### src/gpp_map.svh
// Register offsets, field positions, reset values and timing counts.
`ifndef GPP_MAP_SVH
`define GPP_MAP_SVH
`define GPP_OFS_DRIVE_ENABLE  8'h00
`define GPP_OFS_DE_SET        8'h01
`define GPP_OFS_DE_CLEAR      8'h02
`define GPP_OFS_DE_TOGGLE     8'h03
`define GPP_OFS_DRIVE_VALUE   8'h04
`define GPP_OFS_LEVEL_SET     8'h05
`define GPP_OFS_LEVEL_CLEAR   8'h06
`define GPP_OFS_LEVEL_TOGGLE  8'h07
`define GPP_OFS_INPUT_VALUE   8'h08
`define GPP_OFS_FLAGS         8'h09
`define GPP_OFS_PIN_CONTROL   8'h10
`define GPP_ALIAS_DRIVE_ENABLE 8'h00
`define GPP_ALIAS_DRIVE_VALUE  8'h01
`define GPP_ALIAS_INPUT_VALUE  8'h02
`define GPP_ALIAS_FLAGS        8'h03
`define GPP_BIT_INVERT_ENABLE 7
`define GPP_BIT_PULLUP_ENABLE 3
`define GPP_CTRL_RESET        8'h00
`define GPP_CTRL_MASK         8'h8F
`define GPP_DEAD_CYCLES       2'h3
`endif

### src/gpp_pkg.sv
// Types shared by the general purpose port.
package gpp_pkg;
  typedef enum logic [2:0] {
    GPP_SENSE_INTDISABLE = 3'h0,
    GPP_SENSE_BOTH_EDGES = 3'h1,
    GPP_SENSE_RISING     = 3'h2,
    GPP_SENSE_FALLING    = 3'h3,
    GPP_SENSE_INPUT_OFF  = 3'h4,
    GPP_SENSE_LEVEL_LOW  = 3'h5
  } gpp_sense_t;
endpackage

### src/gpp_port.sv
// General purpose I/O port: direction, level, input sync, sensing, events.
`timescale 1ns/1ps
`include "gpp_map.svh"
module gpp_port #(
  parameter int PINS = 8
) (
  input  wire logic            clock,
  input  wire logic            sys_rst,
  input  wire logic [7:0]      reg_addr,
  input  wire logic            reg_write,
  input  wire logic            reg_read,
  input  wire logic            alias_sel,
  input  wire logic [7:0]      reg_wdata,
  output logic      [7:0]      reg_rdata,
  input  wire logic [PINS-1:0] pin_in,
  output logic      [PINS-1:0] pin_out,
  output logic      [PINS-1:0] pin_oe,
  output logic      [PINS-1:0] pin_pullup,
  input  wire logic [PINS-1:0] periph_override,
  input  wire logic [PINS-1:0] periph_oe,
  input  wire logic [PINS-1:0] periph_out,
  input  wire logic [PINS-1:0] full_async,
  input  wire logic            clk_stopped,
  output logic      [PINS-1:0] pin_event,
  output logic                 port_irq,
  output logic                 wake_req
);
  import gpp_pkg::*;

  logic [PINS-1:0] drive_enable_q;
  logic [PINS-1:0] drive_value_q;
  logic [PINS-1:0] input_value_q;
  logic [PINS-1:0] flags_q;
  logic [7:0]      pin_control_q [PINS];
  logic [PINS-1:0] sync1_q;
  logic [PINS-1:0] sync2_q;
  logic [PINS-1:0] sync3_q;
  logic [PINS-1:0] prev_q;
  logic [PINS-1:0] async_hit_q;
  logic [1:0]      dead_q [PINS];
  logic [PINS-1:0] inv;
  logic [PINS-1:0] buf_on;
  logic [PINS-1:0] seen;
  logic [PINS-1:0] hit;
  logic [PINS-1:0] wake_pin;
  logic [PINS-1:0] wr_de_set;
  logic [PINS-1:0] wr_de_clr;
  logic [PINS-1:0] wr_de_tgl;
  logic [PINS-1:0] wr_de;
  logic [PINS-1:0] wr_dv;
  logic [PINS-1:0] wr_dv_set;
  logic [PINS-1:0] wr_dv_clr;
  logic [PINS-1:0] wr_dv_tgl;
  logic [PINS-1:0] wr_fl;
  logic            de_load;
  logic            dv_load;

  // Per-pin configuration decode.
  always_comb begin
    for (int i = 0; i < PINS; i++) begin
      inv[i]    = pin_control_q[i][`GPP_BIT_INVERT_ENABLE];
      buf_on[i] = gpp_sense_t'(pin_control_q[i][2:0]) != GPP_SENSE_INPUT_OFF;
    end
  end

  // Address decode; the alias window maps four registers onto the same
  // write strobes so both paths behave identically.
  always_comb begin
    wr_de_set = '0;
    wr_de_clr = '0;
    wr_de_tgl = '0;
    wr_dv_set = '0;
    wr_dv_clr = '0;
    wr_dv_tgl = '0;
    wr_fl     = '0;
    wr_de     = reg_wdata[PINS-1:0];
    wr_dv     = reg_wdata[PINS-1:0];
    de_load   = 1'b0;
    dv_load   = 1'b0;
    if (reg_write && alias_sel) begin
      if (reg_addr == `GPP_ALIAS_DRIVE_ENABLE) begin
        de_load = 1'b1;
      end else if (reg_addr == `GPP_ALIAS_DRIVE_VALUE) begin
        dv_load = 1'b1;
        wr_dv   = reg_wdata[PINS-1:0] ^ inv;
      end else if (reg_addr == `GPP_ALIAS_INPUT_VALUE) begin
        wr_dv_tgl = reg_wdata[PINS-1:0];
      end else if (reg_addr == `GPP_ALIAS_FLAGS) begin
        wr_fl = reg_wdata[PINS-1:0];
      end
    end else if (reg_write) begin
      if (reg_addr == `GPP_OFS_DRIVE_ENABLE) begin
        de_load = 1'b1;
      end else if (reg_addr == `GPP_OFS_DE_SET) begin
        wr_de_set = reg_wdata[PINS-1:0];
      end else if (reg_addr == `GPP_OFS_DE_CLEAR) begin
        wr_de_clr = reg_wdata[PINS-1:0];
      end else if (reg_addr == `GPP_OFS_DE_TOGGLE) begin
        wr_de_tgl = reg_wdata[PINS-1:0];
      end else if (reg_addr == `GPP_OFS_DRIVE_VALUE) begin
        dv_load = 1'b1;
        wr_dv   = reg_wdata[PINS-1:0] ^ inv;
      end else if (reg_addr == `GPP_OFS_LEVEL_SET) begin
        wr_dv_set = reg_wdata[PINS-1:0] & ~inv;
        wr_dv_clr = reg_wdata[PINS-1:0] & inv;
      end else if (reg_addr == `GPP_OFS_LEVEL_CLEAR) begin
        wr_dv_clr = reg_wdata[PINS-1:0];
      end else if (reg_addr == `GPP_OFS_LEVEL_TOGGLE) begin
        wr_dv_tgl = reg_wdata[PINS-1:0];
      end else if (reg_addr == `GPP_OFS_INPUT_VALUE) begin
        wr_dv_tgl = reg_wdata[PINS-1:0];
      end else if (reg_addr == `GPP_OFS_FLAGS) begin
        wr_fl = reg_wdata[PINS-1:0];
      end
    end
  end

  // Drive enable register; reset leaves every driver off.
  always_ff @(posedge clock or posedge sys_rst) begin
    if (sys_rst) begin
      drive_enable_q <= '0;
    end else if (de_load) begin
      drive_enable_q <= wr_de;
    end else begin
      drive_enable_q <= ((drive_enable_q | wr_de_set) & ~wr_de_clr)
                        ^ wr_de_tgl;
    end
  end

  // Drive value register, stored as the true pin level.
  always_ff @(posedge clock or posedge sys_rst) begin
    if (sys_rst) begin
      drive_value_q <= '0;
    end else if (dv_load) begin
      drive_value_q <= wr_dv;
    end else begin
      drive_value_q <= ((drive_value_q | wr_dv_set) & ~wr_dv_clr) ^ wr_dv_tgl;
    end
  end

  // Pin control registers at 0x10 plus pin index.
  always_ff @(posedge clock or posedge sys_rst) begin
    if (sys_rst) begin
      for (int i = 0; i < PINS; i++) begin
        pin_control_q[i] <= `GPP_CTRL_RESET;
      end
    end else if (reg_write && !alias_sel &&
                 reg_addr >= `GPP_OFS_PIN_CONTROL &&
                 reg_addr < `GPP_OFS_PIN_CONTROL + 8'(PINS)) begin
      pin_control_q[3'(reg_addr - `GPP_OFS_PIN_CONTROL)] <=
        reg_wdata & `GPP_CTRL_MASK;
    end
  end

  // Three-stage synchronizer; a disabled buffer holds its stages, so the
  // input value freezes and a half-synchronized change may surface later
  // when the input is re-enabled.
  always_ff @(posedge clock or posedge sys_rst) begin
    if (sys_rst) begin
      sync1_q <= '0;
      sync2_q <= '0;
      sync3_q <= '0;
    end else begin
      for (int i = 0; i < PINS; i++) begin
        if (buf_on[i]) begin
          sync1_q[i] <= pin_in[i];
          sync2_q[i] <= sync1_q[i];
          sync3_q[i] <= sync2_q[i];
        end
      end
    end
  end

  // A change counts once the second and third stages agree.
  always_ff @(posedge clock or posedge sys_rst) begin
    if (sys_rst) begin
      input_value_q <= '0;
    end else begin
      for (int i = 0; i < PINS; i++) begin
        if (buf_on[i] && sync2_q[i] == sync3_q[i]) begin
          input_value_q[i] <= sync3_q[i];
        end
      end
    end
  end

  // Internal view includes inversion, so toggling invert makes an edge.
  assign seen = input_value_q ^ inv;

  // Fully asynchronous pins register a hit while the second and third
  // synchronizer stages disagree; partial pins rely on the synchronized level.
  always_ff @(posedge clock or posedge sys_rst) begin
    if (sys_rst) begin
      prev_q      <= '0;
      async_hit_q <= '0;
    end else begin
      prev_q      <= seen;
      async_hit_q <= full_async & (sync2_q ^ sync3_q) & buf_on;
    end
  end

  // Sense evaluation; the new sense applies at once, so a change during
  // synchronization may drop the pending event.
  always_comb begin
    for (int i = 0; i < PINS; i++) begin
      case (gpp_sense_t'(pin_control_q[i][2:0]))
        GPP_SENSE_BOTH_EDGES: hit[i] = seen[i] != prev_q[i];
        GPP_SENSE_RISING:     hit[i] = seen[i] && !prev_q[i];
        GPP_SENSE_FALLING:    hit[i] = !seen[i] && prev_q[i];
        GPP_SENSE_LEVEL_LOW:  hit[i] = !seen[i];
        default:              hit[i] = 1'b0;
      endcase
    end
  end

  // Flags: set wins over a software clear, with a three-cycle dead time.
  always_ff @(posedge clock or posedge sys_rst) begin
    if (sys_rst) begin
      flags_q <= '0;
      for (int i = 0; i < PINS; i++) begin
        dead_q[i] <= 2'h0;
      end
    end else begin
      for (int i = 0; i < PINS; i++) begin
        if (hit[i] && dead_q[i] == 2'h0) begin
          flags_q[i] <= 1'b1;
          dead_q[i]  <= `GPP_DEAD_CYCLES;
        end else begin
          if (wr_fl[i]) begin
            flags_q[i] <= 1'b0;
          end
          if (dead_q[i] != 2'h0) begin
            dead_q[i] <= dead_q[i] - 2'h1;
          end
        end
      end
    end
  end

  // Wake on stopped clock: partial pins only for both-edges or level.
  always_comb begin
    for (int i = 0; i < PINS; i++) begin
      wake_pin[i] = buf_on[i] && (full_async[i] ||
        gpp_sense_t'(pin_control_q[i][2:0]) == GPP_SENSE_BOTH_EDGES ||
        gpp_sense_t'(pin_control_q[i][2:0]) == GPP_SENSE_LEVEL_LOW) &&
        gpp_sense_t'(pin_control_q[i][2:0]) != GPP_SENSE_INTDISABLE &&
        (seen[i] != prev_q[i] || async_hit_q[i] ||
         (!seen[i] && pin_control_q[i][2:0] == 3'h5));
    end
  end

  // Registered pin outputs; peripherals override only their pins.
  always_ff @(posedge clock or posedge sys_rst) begin
    if (sys_rst) begin
      pin_out    <= '0;
      pin_oe     <= '0;
      pin_pullup <= '0;
      pin_event  <= '0;
      port_irq   <= 1'b0;
      wake_req   <= 1'b0;
    end else begin
      for (int i = 0; i < PINS; i++) begin
        pin_out[i] <= periph_override[i] ? periph_out[i] : drive_value_q[i];
        pin_oe[i]  <= periph_override[i] ? periph_oe[i]
                                          : drive_enable_q[i];
        pin_pullup[i] <= pin_control_q[i][`GPP_BIT_PULLUP_ENABLE] &&
                         !(periph_override[i] ? periph_oe[i]
                                              : drive_enable_q[i]);
        pin_event[i]  <= buf_on[i] & seen[i];
      end
      port_irq <= |flags_q;
      wake_req <= clk_stopped && |wake_pin;
    end
  end

  // Read data, registered; unmapped offsets read zero.
  always_ff @(posedge clock or posedge sys_rst) begin
    if (sys_rst) begin
      reg_rdata <= 8'h00;
    end else if (reg_read && alias_sel) begin
      if (reg_addr == `GPP_ALIAS_DRIVE_ENABLE) begin
        reg_rdata <= 8'(drive_enable_q);
      end else if (reg_addr == `GPP_ALIAS_DRIVE_VALUE) begin
        reg_rdata <= 8'(drive_value_q ^ inv);
      end else if (reg_addr == `GPP_ALIAS_INPUT_VALUE) begin
        reg_rdata <= 8'(seen);
      end else if (reg_addr == `GPP_ALIAS_FLAGS) begin
        reg_rdata <= 8'(flags_q);
      end else begin
        reg_rdata <= 8'h00;
      end
    end else if (reg_read) begin
      if (reg_addr <= `GPP_OFS_DE_TOGGLE) begin
        reg_rdata <= 8'(drive_enable_q);
      end else if (reg_addr <= `GPP_OFS_LEVEL_TOGGLE) begin
        reg_rdata <= 8'(drive_value_q ^ inv);
      end else if (reg_addr == `GPP_OFS_INPUT_VALUE) begin
        reg_rdata <= 8'(seen);
      end else if (reg_addr == `GPP_OFS_FLAGS) begin
        reg_rdata <= 8'(flags_q);
      end else if (reg_addr >= `GPP_OFS_PIN_CONTROL &&
                   reg_addr < `GPP_OFS_PIN_CONTROL + 8'(PINS)) begin
        reg_rdata <= pin_control_q[3'(reg_addr - `GPP_OFS_PIN_CONTROL)];
      end else begin
        reg_rdata <= 8'h00;
      end
    end
  end
endmodule

### config.mk
export PLATFORM = sky130hd
export DESIGN_NAME = gpp_port
export DESIGN_NICKNAME = d
export VERILOG_FILES = /design/src/gpp_pkg.sv /design/src/gpp_port.sv
export VERILOG_INCLUDE_DIRS = /design/src
export SDC_FILE = /design/constraint.sdc
export NUM_CORES = 1
export LEC_CHECK = 0
export BUFFER_PORTS_ARGS = -buffer_cell sky130_fd_sc_hd__buf_2
export CORE_UTILIZATION = 35
export DETAILED_ROUTE_END_ITERATION = 7
export PLACE_DENSITY_LB_ADDON = 0.15
export REMOVE_ABC_BUFFERS = 1
export SLEW_MARGIN = 20
export SYNTH_ARGS = -nofsm -noshare
export SYNTH_HDL_FRONTEND = slang
export SYNTH_SLANG_ARGS = --single-unit
### constraint.sdc
create_clock -name clock -period 16.9 [get_ports clock]
set_clock_uncertainty 0.15 [all_clocks]
set_input_delay 5.07 -clock clock [delete_from_list [all_inputs] [get_ports clock]]
set_output_delay 5.07 -clock clock [all_outputs]
set_load 0.02 [all_outputs]
# After elaboration in Yosys (flattened, before gate mapping)
# Index checks and enable logic that the tools add are counted.
dict set report totals {
  mem_bits_ro 0
  latch_bits 0
  output_inout_bits 42
  mem_bits_rw 0
  in_bits 62
  memories 0
  wordCells 505
  ff_bits 194
}
dict set report classes {
  order_cmp 6
  addsub 9
  bitwise_logic 26
  n_reduce_logical 181
  mul 0
  shifts 0
  eq_ne 65
  mux 151
  div_mod_pow 0
}
# operator n
set op_table {}
lappend op_table {{$mux W8} 80}
lappend op_table {{$logic_and A1 B1 Y1} 80}
lappend op_table {{$bwmux W64} 1}
lappend op_table {{$reduce_bool A2 Y1} 25}
lappend op_table {{$and A8 B8 Y8} 6}
lappend op_table {{$eq A3 B2 Y1 const B} 16}
lappend op_table {{$xor A8 B8 Y8} 6}
lappend op_table {{$mux W1} 44}
lappend op_table {{$eq A8 B3 Y1 const B} 4}
lappend op_table {{$logic_or A1 B1 Y1} 32}
lappend op_table {{$mux W2} 16}
lappend op_table {{$pmux W1 S4} 8}
lappend op_table {{$logic_not A1 Y1} 25}
lappend op_table {{$bmux W8 S3} 1}
lappend op_table {{$demux W8 S3} 1}
lappend op_table {{$eq A3 B1 Y1 const B} 8}
lappend op_table {{$eq A3 B3 Y1 const B} 8}
lappend op_table {{$ne A3 B3 Y1 const B} 8}
lappend op_table {{$not A8 Y8} 3}
lappend op_table {{$reduce_bool A3 Y1} 8}
lappend op_table {{$eq A8 B2 Y1 const B} 2}
lappend op_table {{$eq A8 B4 Y1 const B} 2}
lappend op_table {{$logic_not A2 Y1} 8}
lappend op_table {{$or A8 B8 Y8} 2}
lappend op_table {{other kinds (15)} 44}

# Depth between registers and ports, before layout
dict set report depth {
  depth_word 15
  ltp_mapped 9
  mapped_depth_nobuf 8
}

# Worst setup path before layout
# Ideal clock, no wire load.
dict set report synth_timing {
  path_type {input to register}
  startpoint {input port reg_addr[0]}
  endpoint {register drive_enable_q[6]}
  setup_slack_ns 9.972
  cell_stages 6
  required_ns 16.629
  setup_ns 0.121
  arrival_time_ns 6.657
  path_buffers 2
  cell_sequence {buf_2 -> buf_2 -> nor3_2 -> nand4_1 -> mux2_2 -> a22o_1}
}
dict set report synth_via {
  elab_chain_len 10
}
# item line_no
set synth_rtl {}
lappend synth_rtl {{start, declared} gpp_port.sv:9} ;# input wire logic [7:0] reg_addr,
lappend synth_rtl {{$eq A8 B2 Y1 (no line)} -}
lappend synth_rtl {{$mux W8} gpp_port.sv:96} ;# end else if (reg_addr == `GPP_OFS_DE_CLEAR) begin
lappend synth_rtl {{$mux W8} gpp_port.sv:94} ;# end else if (reg_addr == `GPP_OFS_DE_SET) begin
lappend synth_rtl {{$mux W8} gpp_port.sv:92} ;# if (reg_addr == `GPP_OFS_DRIVE_ENABLE) begin
lappend synth_rtl {{$mux W8} gpp_port.sv:91} ;# end else if (reg_write) begin
lappend synth_rtl {{$mux W8} gpp_port.sv:80} ;# if (reg_write && alias_sel) begin
lappend synth_rtl {{$not A8 Y8} gpp_port.sv:125} ;# drive_enable_q <= ((drive_enable_q | wr_de_set) & ~wr_de_clr)
lappend synth_rtl {{$and A8 B8 Y8} gpp_port.sv:125}
lappend synth_rtl {{$xor A8 B8 Y8} gpp_port.sv:126} ;# ^ wr_de_tgl;
lappend synth_rtl {{$mux W8 *} gpp_port.sv:122} ;# end else if (de_load) begin
lappend synth_rtl {{end signal, assigned} gpp_port.sv:123} ;# drive_enable_q <= wr_de;
lappend synth_rtl {{end signal, assigned} gpp_port.sv:125}
lappend synth_rtl {{end, declared} gpp_port.sv:30} ;# logic [PINS-1:0] drive_enable_q;
# Every way passes the cells marked *; elsewhere a longest branch is shown, timed or not.
# A chain may end at the register's enable or synchronous reset.

# Worst setup path after layout
dict set report layout_timing {
  startpoint {input port reg_addr[0]}
  endpoint {register reg_rdata[5]}
}
dict set report layout_via {
  elab_chain_len 12
}
# item line_no
set layout_rtl {}
lappend layout_rtl {{$sub A3 B1 Y3 (no line)} -}
lappend layout_rtl {{$not A3 Y4} gpp_port.sv:303} ;# reg_rdata <= pin_control_q[3'(reg_addr - `GPP_OFS_PIN_CONTROL)];
lappend layout_rtl {{$bmux W8 S3} gpp_port.sv:303}
lappend layout_rtl {{$mux W8 (2 in series)} gpp_port.sv:303}
lappend layout_rtl {{$mux W8} gpp_port.sv:301} ;# end else if (reg_addr >= `GPP_OFS_PIN_CONTROL &&
lappend layout_rtl {{$mux W8} gpp_port.sv:299} ;# end else if (reg_addr == `GPP_OFS_FLAGS) begin
lappend layout_rtl {{$mux W8} gpp_port.sv:297} ;# end else if (reg_addr == `GPP_OFS_INPUT_VALUE) begin
lappend layout_rtl {{$mux W8} gpp_port.sv:295} ;# end else if (reg_addr <= `GPP_OFS_LEVEL_TOGGLE) begin
lappend layout_rtl {{$mux W8} gpp_port.sv:293} ;# if (reg_addr <= `GPP_OFS_DE_TOGGLE) begin
lappend layout_rtl {{$mux W8} gpp_port.sv:292} ;# end else if (reg_read) begin
lappend layout_rtl {{$mux W8 *} gpp_port.sv:280} ;# end else if (reg_read && alias_sel) begin
lappend layout_rtl {{end signal, assigned} gpp_port.sv:282} ;# reg_rdata <= 8'(drive_enable_q);
lappend layout_rtl {{end signal, assigned} gpp_port.sv:294} ;# reg_rdata <= 8'(drive_enable_q);
lappend layout_rtl {{end signal, assigned} gpp_port.sv:296} ;# reg_rdata <= 8'(drive_value_q ^ inv);
lappend layout_rtl {{end, declared} gpp_port.sv:14} ;# output logic [7:0] reg_rdata,
# Every way passes the cells marked *; elsewhere a longest branch is shown, timed or not. The select of a mux whose other input is x is not followed.

==> run_results.csv <==
group,metric,value,unit
run_status,status,"finished clean",
clock_tree,clock_latency,0.44,ns
setup_path,rr_worst_depth,8,
finish,area_growth_syn_to_layout,14.8,%
clock_tree,cts_resized,0,
run,maxCapViolCount,0,
sta,min_period_over_period,43.7,%
finish,final_core_util,40.8,%
sta,worst_pin_slew,1.01,ns
hold_path,hold_path_class,"register to register",
floorplanning,die_area,0.0279,mm²
setup_path,cp-end-kind,"register",
routing,wl,27.1,mm
floorplanning,dieWidth,167,µm
routing,drc,0,
sta,slew_headroom,32.2,%
sta,fmax,135,MHz
pwr,power,1.12,mW
pwr,powerDensity,102,mW/mm²
clock_tree,cts_max_level,4,
finish,ff_latch_area,0.00425,mm²
global_routing,grt_max_degree,70,
synthesis,yosysUniqueCellTypes,66,
pwr,combPwrFrac,19.3,%
clock_tree,clock_sinks,170,
sta,period_minus_slack,7.39,ns
synthesis,yosys_register_bits,170,
floorplanning,core_region_area,0.0268,mm²
place,placed_cells,1320,
synthesis,synth_top_area_share,44.7,%
place,placed_area,0.0103,mm²
global_routing,antenna_found_initial,0,
setup_path,critPathLaunchType,"input port",
setup_path,r2r_start,"inv[0]",
sta,setup_viol,0,
clock_tree,ctsHoldBuffers,0,
sta,hold_viol_final,0,
global_routing,grt_pass1_vias,6976,
clock_tree,clk_path_buf_depth,2,
floorplanning,rows,60,
routing,drtIter0Drc,494,
clock_tree,clkTransAtPathRegs,0.07,ns
synthesis,avgSynthCellArea,10.5,µm²
pwr,clockPowerShare,36.6,%
clock_tree,post_cts_buffers,0,
pwr,swShare,29.3,%
synthesis,async_reset_ff_share,100,%
place,place.gp.congestion,0.888,
place,io_buffers,103,
routing,firstDrtPassIters,5,
synthesis,ys_warn_count,0,
sta,maxSlewViolCount,0,
finish,final_cells,1352,
setup_path,crit_path_max_fanout,37,
clock_tree,cts_tree,"built",
finish,final_area,0.0109,mm²
synthesis,synth_edf_count,0,
pwr,p_seq_share,44.1,%
setup_path,required,17.05,ns
setup_path,cp-startpoint,"reg_addr[0]",
global_routing,grt-ovfl-total,0,
finish,final_common_cell,"dfrtp_1",
floorplanning,die_y,167,µm
synthesis,synth.area.top_cells,"dfrtp_1, mux2_2, ha_1",
setup_path,r2r_end,"wake_req",
pwr,intPower,0.793,mW
clock_tree,cts_root_buf,"clkbuf_16",
synthesis,synthCells,911,
finish,most-common-layout-cells,"dfrtp_1, buf_2, mux2_2, nand2_1, inv_1",
finish,drive_gt1_share,23.2,%
synthesis,synth_area,0.00952,mm²
finish,n_fill_cell,2627,
place,hpwl,19.5,mm
floorplanning,initial_core_util,35.5,%
setup_path,r2r_setup_slack,13.96,ns
clock_tree,numCtsBuffers,17,
finish,multi_input_area,0.00484,mm²
synthesis,seq_area_frac_synth,44.7,%
sta,tns,0,ns
floorplanning,io_pins,104,
pwr,netSwitchingPower,0.328,mW
synthesis,yosys.area.top_type,"dfrtp_1",
routing,post_drt_wl_per_cell,20.1,µm
global_routing,grt_pass1_wl,42.7,mm
finish,n_antenna_cell,0,
routing,routed-via-count,7278,
routing,ant_nets,0,
setup_path,crit_end,"reg_rdata[5]",
finish,nNetsFinal,1100,
synthesis,synthFlopType,"dfrtp_1",
setup_path,path_class,"input port to register",
sta,grt_setup_unrepaired,"no",
hold_path,hold_start,"sync1_q[1]",
pwr,ir_worst_vdd,0.0537,mV
routing,viasPerCell,5.38,
setup_path,critPathArrivalTime,7.54,ns
pwr,p_leak,5.01,nW
global_routing,grt_usage,20.1,%
[worst max-delay path, cell delays in order]
cell and delay, ns:
buf_2 0.64, nor2b_1 0.89, buf_4 0.34, a22oi_1 0.09, o22a_1 0.23, o2111ai_1 0.10, o221ai_1 0.15
[worst min path at each step]
stage | to | slack [ns] | depth (start not counted)
3_3_place_gp | sync2_q[1] | 0.33 | 1
6_report | sync1_q[1] | 0.35 | 1
4_1_cts | sync1_q[1] | 0.36 | 1
5_1_grt | sync1_q[2] | 0.37 | 1
2_1_floorplan | port_irq | 0.30 | 2
3_5_place_dp | sync1_q[1] | 0.34 | 1
[power groups by stage]
stage / Combinational (mW) / Sequential (mW) / Clock [mW]
floorplan: 0.148 / 0.494 / 0
global placement: 0.214 / 0.501 / 0
detailed placement: 0.219 / 0.501 / 0
CTS: 0.220 / 0.493 / 0.422
global route: 0.247 / 0.499 / 0.441
finish: 0.216 / 0.494 / 0.410
[final cells by class]
cell class              instances  share of cell area [%]
multi-input cells             631                    44.2
flip-flops and latches        170                    38.9
repair buffers                106                    4.92
clock buffers                  21                    4.21
well taps                     341                    3.90
inverters                      72                    2.52
clock inverters                11                    1.33
[cells by family (layout without fill, tap and decap cells)]
kind of cell	after synthesis	after routing	synth area share (%)
AOI/OAI and AO/OA	200	200	14.4
and+or+nand+nor	246	246	14.0
DFF	170	170	44.7
xor gates and xnor gates	32	32	2.94
muxes	113	113	14.2
adders and majority gates	40	40	5.26
buffers and inverters	110	210	4.57
[registers in the layout (all words and copies together) (netlist names)]
name / flops
flags_q: 8
port_irq: 1
wake_req: 1
prev_q: 8
pin_pullup: 8
async_hit_q: 8
sync2_q: 8
input_value_q: 8
sync1_q: 8
reg_rdata: 8
drive_value_q: 8
pin_oe: 8
sync3_q: 8
pin_out: 8
pin_control_q: 32
dead_q: 16
inv: 8
pin_event: 8
drive_enable_q: 8
[routing by layer]
metal / wire, µm / vias to the layer above / share of wire (%) / global-route usage, %
met2: 12600 / 186 / 46 / 31.0
met3: 1220 / 29 / 4.5 / 3.80
met1: 12900 / 3635 / 47 / 28.5
li1: - / 3428 / - / -
met5: 0 / - / 0 / 0
met4: 484 / 0 / 1.8 / 6.00
[Yosys cell counts, types with 2 or more instances]
| cell | instances |
|---|---|
| a211oi_1 | 6 |
| a21o_1 | 9 |
| a21oi_1 | 32 |
| a221o_1 | 8 |
| a22o_1 | 8 |
| a22oi_1 | 6 |
| a32oi_1 | 3 |
| and2_1 | 3 |
| and3_1 | 2 |
| buf_1 | 3 |
| buf_2 | 9 |
| clkbuf_1 | 24 |
| dfrtp_1 | 170 |
| ha_1 | 40 |
| inv_1 | 71 |
| mux2_2 | 75 |
| mux2i_1 | 28 |
| mux4_2 | 10 |
| nand2_1 | 72 |
| nand2b_1 | 25 |
| nand3_1 | 12 |
| nand3b_1 | 8 |
| nand4_1 | 2 |
| nor2_1 | 51 |
| nor2b_1 | 34 |
| nor3_1 | 6 |
| nor3b_1 | 5 |
| nor4_1 | 4 |
| nor4_4 | 3 |
| nor4bb_1 | 6 |
| o2111ai_1 | 9 |
| o211ai_1 | 12 |
| o21ai_0 | 53 |
| o221ai_1 | 5 |
| o22a_1 | 11 |
| o22ai_1 | 12 |
| o2bb2ai_1 | 2 |
| o311ai_0 | 2 |
| o31ai_1 | 5 |
| o32ai_1 | 6 |
| or2_2 | 2 |
| or4_1 | 2 |
| or4_4 | 2 |
| xnor2_1 | 9 |
| xor2_1 | 23 |
[stage by stage]
step / hold WS, ns / worst slack (ns)
2_1_floorplan: 0.299 / 7.08
6_report: 0.350 / 9.51
3_5_place_dp: 0.340 / 9.14
4_1_cts: 0.355 / 9.61
3_3_place_gp: 0.332 / 9.16
5_1_grt: 0.366 / 9.38
Power figures use the tool's default switching activity.
